[src/hw/pus_pkg.sv]
// package for the power-up reset sequencer: constants and carrier types
package pus_pkg;

  localparam int DOMAIN_COUNT = 8;
  localparam int ALWAYS_ON_DOMAIN_IDX = 0;
  localparam logic [7:0] DOMAIN_ON_RESET = 8'h01;

  // oscillator cycles per power-up phase
  localparam logic [11:0] OSC_PHASE_CYCLES = 12'h0408;
  localparam logic [11:0] FUSE_PHASE_CYCLES = 12'h049C;
  localparam logic [11:0] PUMP_PHASE_CYCLES = 12'h02B0;
  localparam logic [11:0] BANK_PHASE_CYCLES = 12'h0269;

  localparam logic [31:0] BOOT_ADDRESS = 32'h0000_0000;

  // glitch filter on the power-on reset pin
  localparam int CLK_PERIOD_NS = 25;
  localparam int POR_FILTER_MIN_NS = 500;
  localparam int POR_FILTER_MAX_NS = 2000;
  // low must persist at least MIN, and is always taken once longer than MAX
  localparam int POR_FILTER_CYCLES_INT = (POR_FILTER_MIN_NS + CLK_PERIOD_NS - 1) / CLK_PERIOD_NS;
  localparam logic [7:0] POR_FILTER_CYCLES = 8'(POR_FILTER_CYCLES_INT);

  // phase sequence, gray coded along the usual path
  typedef enum logic [2:0] {
    PUS_HOLD = 3'b000,
    PUS_OSC = 3'b001,
    PUS_FUSE = 3'b011,
    PUS_PUMP = 3'b010,
    PUS_BANK = 3'b110,
    PUS_RUN = 3'b111
  } pus_phase_t;

  // supply monitor indications
  typedef struct packed {
    logic core_power_good;
    logic io_power_good;
    logic core_out_of_range;
    logic io_low;
  } pus_supply_t;

  // bus access check against domain power
  typedef struct packed {
    logic valid;
    logic [2:0] domain;
  } pus_access_t;

endpackage

[src/hw/pus_sequencer.sv]
// power-up reset sequencer: domain switches, supply reaction, por filter, phases
`timescale 1ns/100ps
`default_nettype none
module pus_sequencer (
  // clock and reset
  input wire logic i_clk,
  input wire logic i_resetn,
  // supply monitor and external reset
  input wire pus_pkg::pus_supply_t i_supply,
  input wire logic i_low_power_mode,
  input wire logic i_power_on_reset_n,
  // domain configuration after initialisation
  input wire logic i_domain_cfg_valid,
  input wire logic [7:0] i_domain_cfg_on,
  // bus access check
  input wire pus_pkg::pus_access_t i_access,
  // status and control outputs
  output logic o_access_abort,
  output logic [7:0] o_domain_power,
  output logic [7:0] o_domain_reset,
  output logic o_isolate,
  output logic o_pins_hiz,
  output logic o_internal_por,
  output logic o_supply_monitor_en,
  output logic o_cpu_reset,
  output logic [31:0] o_boot_address,
  output pus_pkg::pus_phase_t o_phase
);
  import pus_pkg::*;

  // supply monitor view; indications count only while the monitor is on
  logic monitor_en;
  logic io_low;
  logic core_bad;
  logic core_good;
  logic io_good;
  logic supplies_good;
  logic por_async;
  logic init_done;

  assign monitor_en = ~i_low_power_mode;
  assign io_low = monitor_en & i_supply.io_low;
  assign core_bad = monitor_en & i_supply.core_out_of_range;
  assign core_good = ~monitor_en | i_supply.core_power_good;
  assign io_good = ~monitor_en | i_supply.io_power_good;
  // both must be good, so the supplies may ramp up or down in either order
  assign supplies_good = core_good & io_good;

  // por pin filter: a low counts only once it has stood for the whole span;
  // the span sits at the short end so that no long low can be missed
  // the pin is taken as synchronous; a low shorter than one clock may be lost
  logic [7:0] flt_cnt_r, flt_cnt_nxt;
  logic por_filt_r, por_filt_nxt;
  logic pin_low;

  assign pin_low = ~i_power_on_reset_n;

  always_comb begin
    flt_cnt_nxt = flt_cnt_r;
    por_filt_nxt = por_filt_r;
    if (!pin_low) begin
      // any high sample restarts the count and drops the filtered reset
      flt_cnt_nxt = 8'h00;
      por_filt_nxt = 1'b0;
    end else if (flt_cnt_r < POR_FILTER_CYCLES - 8'h01) begin
      flt_cnt_nxt = flt_cnt_r + 8'h01;
    end else begin
      por_filt_nxt = 1'b1;
    end
  end

  // starts asserted, so a pin that is low through start-up keeps everything held
  always_ff @(posedge i_clk or negedge i_resetn) begin
    if (!i_resetn) begin
      flt_cnt_r <= 8'h00;
      por_filt_r <= 1'b1;
    end else begin
      flt_cnt_r <= flt_cnt_nxt;
      por_filt_r <= por_filt_nxt;
    end
  end

  // internal power-on reset: async so the sequencer drops at once;
  // pin filter and monitor both feed it, so any one of them restarts the phases
  assign por_async = ~i_resetn | por_filt_r | io_low | core_bad;

  // phase counter, clocked by the oscillator clock
  // the count reloads at every phase change, so each phase is timed from its start
  pus_phase_t phase_r, phase_nxt;
  logic [11:0] cyc_r, cyc_nxt;
  logic phase_end;

  // length of each counted phase; hold and run are not counted
  function automatic logic [11:0] phase_len(input pus_phase_t p);
    phase_len = 12'h0001;
    unique case (p)
      PUS_OSC: begin
        phase_len = OSC_PHASE_CYCLES;
      end
      PUS_FUSE: begin
        phase_len = FUSE_PHASE_CYCLES;
      end
      PUS_PUMP: begin
        phase_len = PUMP_PHASE_CYCLES;
      end
      PUS_BANK: begin
        phase_len = BANK_PHASE_CYCLES;
      end
      PUS_HOLD, PUS_RUN: begin
        phase_len = 12'h0001;
      end
    endcase
  endfunction

  // the fixed order of the phases; run is the end of the line
  function automatic pus_phase_t phase_after(input pus_phase_t p);
    phase_after = PUS_RUN;
    unique case (p)
      PUS_HOLD: begin
        phase_after = PUS_OSC;
      end
      PUS_OSC: begin
        phase_after = PUS_FUSE;
      end
      PUS_FUSE: begin
        phase_after = PUS_PUMP;
      end
      PUS_PUMP: begin
        phase_after = PUS_BANK;
      end
      PUS_BANK, PUS_RUN: begin
        phase_after = PUS_RUN;
      end
    endcase
  endfunction

  assign phase_end = (cyc_r == phase_len(phase_r) - 12'h001);

  always_comb begin
    phase_nxt = phase_r;
    cyc_nxt = cyc_r;
    unique case (phase_r)
      PUS_HOLD: begin
        cyc_nxt = 12'h000;
        // the por pin is released here, since internal por pins this state
        if (supplies_good) begin
          phase_nxt = phase_after(phase_r);
        end
      end
      PUS_OSC, PUS_FUSE, PUS_PUMP, PUS_BANK: begin
        if (phase_end) begin
          cyc_nxt = 12'h000;
          phase_nxt = phase_after(phase_r);
        end else begin
          cyc_nxt = cyc_r + 12'h001;
        end
      end
      PUS_RUN: begin
        cyc_nxt = 12'h000;
      end
      default: begin
        // an illegal code falls back to hold instead of running on
        phase_nxt = PUS_HOLD;
        cyc_nxt = 12'h000;
      end
    endcase
  end

  // the whole sequence restarts from hold on any internal power-on reset
  always_ff @(posedge i_clk or posedge por_async) begin
    if (por_async) begin
      phase_r <= PUS_HOLD;
      cyc_r <= 12'h000;
    end else begin
      phase_r <= phase_nxt;
      cyc_r <= cyc_nxt;
    end
  end

  // domain power state, switchable once per power-up
  logic [7:0] dom_r, dom_nxt;
  logic cfg_used_r, cfg_used_nxt;
  logic cfg_take;
  logic [7:0] cfg_on;

  assign init_done = (phase_r == PUS_RUN);
  // the always-on domain is forced on whatever the request says
  assign cfg_on = i_domain_cfg_on | DOMAIN_ON_RESET;
  // a request before the sequence ends, or a second one, is dropped silently
  assign cfg_take = init_done & ~cfg_used_r & i_domain_cfg_valid;

  always_comb begin
    dom_nxt = dom_r;
    cfg_used_nxt = cfg_used_r;
    if (cfg_take) begin
      dom_nxt = cfg_on;
      cfg_used_nxt = 1'b1;
    end
    dom_nxt[ALWAYS_ON_DOMAIN_IDX] = 1'b1;
  end

  // the domain state is cleared by every internal por, so a single switch stays single
  // only until the next internal power-on reset; switchable domains start powered
  always_ff @(posedge i_clk or posedge por_async) begin
    if (por_async) begin
      dom_r <= 8'hFF;
      cfg_used_r <= 1'b0;
    end else begin
      dom_r <= dom_nxt;
      cfg_used_r <= cfg_used_nxt;
    end
  end

  // an unpowered domain is held in reset so that it returns with defaults;
  // built from next values so that it lines up with the power bits
  // every domain is held while the cpu is, so nothing starts half powered
  logic [7:0] dom_rst_r, dom_rst_nxt;

  always_comb begin
    dom_rst_nxt = ~dom_nxt;
    if (phase_nxt != PUS_RUN) begin
      dom_rst_nxt = 8'hFF;
    end
  end

  always_ff @(posedge i_clk or posedge por_async) begin
    if (por_async) begin
      dom_rst_r <= 8'hFF;
    end else begin
      dom_rst_r <= dom_rst_nxt;
    end
  end

  // cpu reset from the next phase, so it falls on the edge that enters run
  logic cpu_rst_r, cpu_rst_nxt;

  always_comb begin
    cpu_rst_nxt = 1'b1;
    if (phase_nxt == PUS_RUN) begin
      cpu_rst_nxt = 1'b0;
    end
  end

  always_ff @(posedge i_clk or posedge por_async) begin
    if (por_async) begin
      cpu_rst_r <= 1'b1;
    end else begin
      cpu_rst_r <= cpu_rst_nxt;
    end
  end

  // abort answer, one cycle after the access
  logic abort_r, abort_nxt;

  always_comb begin
    abort_nxt = 1'b0;
    if (i_access.valid && !dom_r[i_access.domain]) begin
      abort_nxt = 1'b1;
    end
  end

  // cleared by the block reset alone, so an access during a power-on gets its answer
  always_ff @(posedge i_clk or negedge i_resetn) begin
    if (!i_resetn) begin
      abort_r <= 1'b0;
    end else begin
      abort_r <= abort_nxt;
    end
  end

  // isolation, tri-state and reset follow the monitor with no clock edge
  assign o_isolate = ~supplies_good;
  assign o_pins_hiz = core_bad;
  assign o_internal_por = por_async;
  assign o_supply_monitor_en = monitor_en;
  // registered outputs
  assign o_access_abort = abort_r;
  assign o_domain_power = dom_r;
  assign o_domain_reset = dom_rst_r;
  assign o_cpu_reset = cpu_rst_r;
  // the first fetch after release comes from this fixed address
  assign o_boot_address = BOOT_ADDRESS;
  assign o_phase = phase_r;

endmodule // pus_sequencer
`default_nettype wire

[config.mk]
export PLATFORM = sky130hd
export DESIGN_NAME = pus_sequencer
export DESIGN_NICKNAME = d
export VERILOG_FILES = /design/src/hw/pus_pkg.sv /design/src/hw/pus_sequencer.sv
export SDC_FILE = /design/constraint.sdc
export NUM_CORES = 1
export LEC_CHECK = 0
export BUFFER_PORTS_ARGS = -buffer_cell sky130_fd_sc_hd__buf_2
export CAP_MARGIN = 20
export CORE_ASPECT_RATIO = 0.7
export CORE_MARGIN = 3
export CORE_UTILIZATION = 53
export CTS_BUF_LIST = sky130_fd_sc_hd__clkbuf_4
export DETAILED_ROUTE_END_ITERATION = 10
export PLACE_DENSITY = 0.83
export SLEW_MARGIN = 25
export SYNTH_ARGS = -nofsm -noshare
export SYNTH_HDL_FRONTEND = slang
export SYNTH_SLANG_ARGS = --single-unit
[constraint.sdc]
create_clock -name i_clk -period 4 [get_ports i_clk]
set_clock_uncertainty 0.15 [all_clocks]
set_input_delay 0.4 -clock i_clk [delete_from_list [all_inputs] [get_ports i_clk]]
set_output_delay 0.4 -clock i_clk [all_outputs]
set_load 0.05 [all_outputs]
==> reports/results.txt <==
The critical path is of the register to register type. From bottom edge to top edge, the die measures 61.3 µm. The maximum fanout along the worst path was 11.

The post-route clock period utilization was 81.9%; the distinct cell type count after synthesis was 47. In this run the mean area of a mapped cell was 10.5 µm². The worst path meets setup with 0.722 ns of slack. The max-cap violation count is 0, and the count of routing violations after the opening detailed-route iteration is 51. Setup repair after global routing left no endpoint under its margin.

For this run, the number of standard cells in the final layout without fillers is 317. The logs give 4380 µm for the total detailed-routing wirelength and 0.35 ns for the latest clock arrival within the worst-skew pair. Summing all placed instances gives a cell area of 2420 µm². At the pin with the least slew margin, the transition time is 0.623 ns. For the global router's overall resource usage, the log shows 17.8%. At the end of routability-driven placement, the weighted congestion stood at 0.912. The count of antenna-violating nets left after detailed routing is 0.

The setup TNS was 0 ns; the core footprint was 4070 µm². The min-delay analysis places its worst path in the category primary input to async pin. The number of buffer cells added on primary ports came out at 43. The hold violation total from the final report is 0, and the H-tree depth is 2. The post-CTS repair timing setup buffer count is 0, and the number of enable flip-flop cells after synthesis is 0. The HPWL after detailed placement is 3260 µm. The sort of element at the end of the critical path was a register. Yosys printed 0 warnings. The die is 85.0 µm wide. The number of buffers added to fix hold violations after cts is 1, and the number of synthesized register bits is 41. The first detailed-routing pass ran for 4 iterations.

The first-pass GRT wire length is 7110 µm, and the power per cell area is 323 nW/µm². The final route contains 1605 vias. The worst path in the final design needs a cycle of 3.28 ns, including I/O delays and setup. Sorting the synthesized cells by how often they occur yields buf_4, nor2_1, dfrtp_1. The maximum number of pins on one net before global-route repair was 33; the worst slew margin relative to its limit was 58.3%. The top cell type's share of synthesized area came out at 27.0%. The area of the die is 5210 µm². The wire length per cell after detailed routing came out at 13.8 µm.

Static timing analysis puts the maximum clock frequency at 0.305 GHz. For this design the top-level I/O count stands at 78. By area the synthesized netlist is led by dfrtp_1, dfstp_2, buf_4. The run gives 0 as the number of antenna repair diodes.

Setup violations remaining at the end of the flow were counted as 0. The final count of pins violating max slew was 0; the number of instances in the placed design was 308. The tools report the buffer cell driving the clock tree root as clkbuf_4. The most common cell in the synthesized netlist is buf_4.

Gates resized during post-CTS repair numbered 0. The tools report the worst slack at placement as 0.711 ns. The tools report the layout filler cell count as 336. Async set-reset flop share out of synthesis: 100%. After the last flow step, the layout net total stands at 288. VDD sags by at most 0.000244 V. The number of global-route vias before repair is 1506. Summed over all instances, the cell type with the most area after synthesis is dfrtp_1.

The run gives 0 as the remaining global-route overflow. The design draws 813 µW. The tree built by TritonCTS fans out to 41 sinks.

Summing every instance area after synthesis gives 2310 µm². The longest clock path from root to sink contains 2 buffers. After clock tree synthesis, the clock-pin slew on the worst setup and hold paths is 0.13 ns.

The worst path arrival time is 3.39 ns, and the total leakage power is 0.00119 µW. The via density per instance came out at 5.06. Final standard cell area without fillers: 2520 µm². The run gives 45.2% as the post-synthesis sequential area ratio. The number of buffers inserted during clock tree synthesis was 5; the post-synthesis to final-layout area growth was 8.81%.

Row generation in the floorplan step produced 19 rows. For the cell count after synthesis, the log shows 221. Fraction of layout instances using a drive strength above 1: 31.7%.

The tools report the initial antenna violation count as 0. In the synthesized netlist the dominant register cell turns out to be dfrtp_1. TritonCTS built the clock tree. For the worst setup path, the data required time is 4.11 ns.

In the routed design, unresolved DRC markers number 0. For this configuration, the core starts out at a cell density of 56.9%. STA classifies the critical path startpoint as a register.

The run finished with clean final reports.
-- cells in the final DEF, fill, tap and decap left out, types with 2 or more instances in the layout --
master      n
nand2b_1    4
clkbuf_4    6
and2_1      2
nand3b_1    2
o2111ai_2   2
xnor2_1     5
xor2_1      9
nor3_1      2
nor2_1     27
and3_1      6
buf_2      43
nand4_1     3
o31ai_1     3
nor2b_1     6
nand3_1     8
o21a_1      2
inv_1       4
a21oi_1     4
a211o_1     2
nand2_1    12
mux2i_1     4
dfstp_2    16
mux2_2      8
dfrtp_1    25
ha_1        3
conb_1     33
o21ai_0     2
-- cell type report --
cell class / count / area (µm²) / share of cell area, %
flip-flops and latches: 41 / 1050 / 41.5
repair buffers: 45 / 233 / 9.24
clock buffers: 6 / 45.0 / 1.79
well taps: 52 / 65.1 / 2.58
inverters: 5 / 18.8 / 0.745
clock inverters: 2 / 38.8 / 1.54
multi-input cells: 166 / 1070 / 42.6
-- critical path, cell delays in order (launching register included) --
cell	delay, ns
dfrtp_1	0.56
clkinv_1	0.34
or2_2	0.38
ha_1	0.26
xnor2_1	0.28
mux2_2	0.37
o31ai_1	0.23
o2111ai_2	0.24
mux2i_1	0.18
a211oi_1	0.21
-- cell families (layout without fill, tap and decap cells) --
kind of cell	count (synthesis)	in the layout	share of synthesized area, %
AND/OR/NAND/NOR	78	78	16.9
multiplexers	13	13	6.59
adder cells (fa/ha/maj)	3	3	1.62
XOR/XNOR	15	15	6.32
flip-flops	41	41	45.2
buffers and inverters	45	58	13.5
AO/OA/AOI/OAI	24	24	9.51
other	2	33	0.324
-- power breakdown --
group	internal, µW	total [µW]	leakage [µW]	switching (µW)
combinational	15.5	114	0.000649	98.3
clock	140	278	0.0000459	138
sequential	419	422	0.000494	2.74
total	574	813	0.00119	239
-- metrics by stage --
step	utilization [%]	hold slack, ns
5_1_grt	62.0	0.0690
4_1_cts	62.0	0.0524
6_report	62.0	0.0576
3_5_place_dp	59.6	0.128
2_1_floorplan	-	-0.0456
3_3_place_gp	59.6	0.124
-- metal layers --
| layer | global-route usage (%) | vias up | wire length, µm |
|---|---|---|---|
| met4 | 5.64 | 0 | 29 |
| met3 | 6.68 | 2 | 354 |
| li1 | - | 772 | - |
| met5 | 0 | - | 0 |
| met1 | 22.7 | 769 | 2050 |
| met2 | 28.9 | 62 | 1950 |
-- registers in the layout, summed over array words and instances (netlist names) --
signal,count
cfg_used_r,1
cyc_r,12
flt_cnt_r,8
o_access_abort,1
o_domain_power,7
o_domain_reset,8
o_phase,3
por_filt_r,1
-- path summary, 6_finish.rpt --
kind | slack (ns) | startpoint | depth (start not counted) | to
max in group asynchronous | 2.48 | i_resetn | 5 | o_domain_reset[0]$_DFF_PP1_
min in group i_clk | 0.13 | i_power_on_reset_n | 2 | por_filt_r$_DFFE_PN1P_
max reg2reg | 0.72 | o_phase[0]$_DFF_PP0_ | 9 | o_phase[0]$_DFF_PP0_
min | 0.06 | i_low_power_mode | 3 | cyc_r[6]$_DFF_PP0_
min reg2reg | 0.34 | cfg_used_r$_DFFE_PP0P_ | 1 | cfg_used_r$_DFFE_PP0P_
max | 0.72 | o_phase[0]$_DFF_PP0_ | 9 | o_phase[0]$_DFF_PP0_
Note: power is estimated with default switching activity, not from simulation.
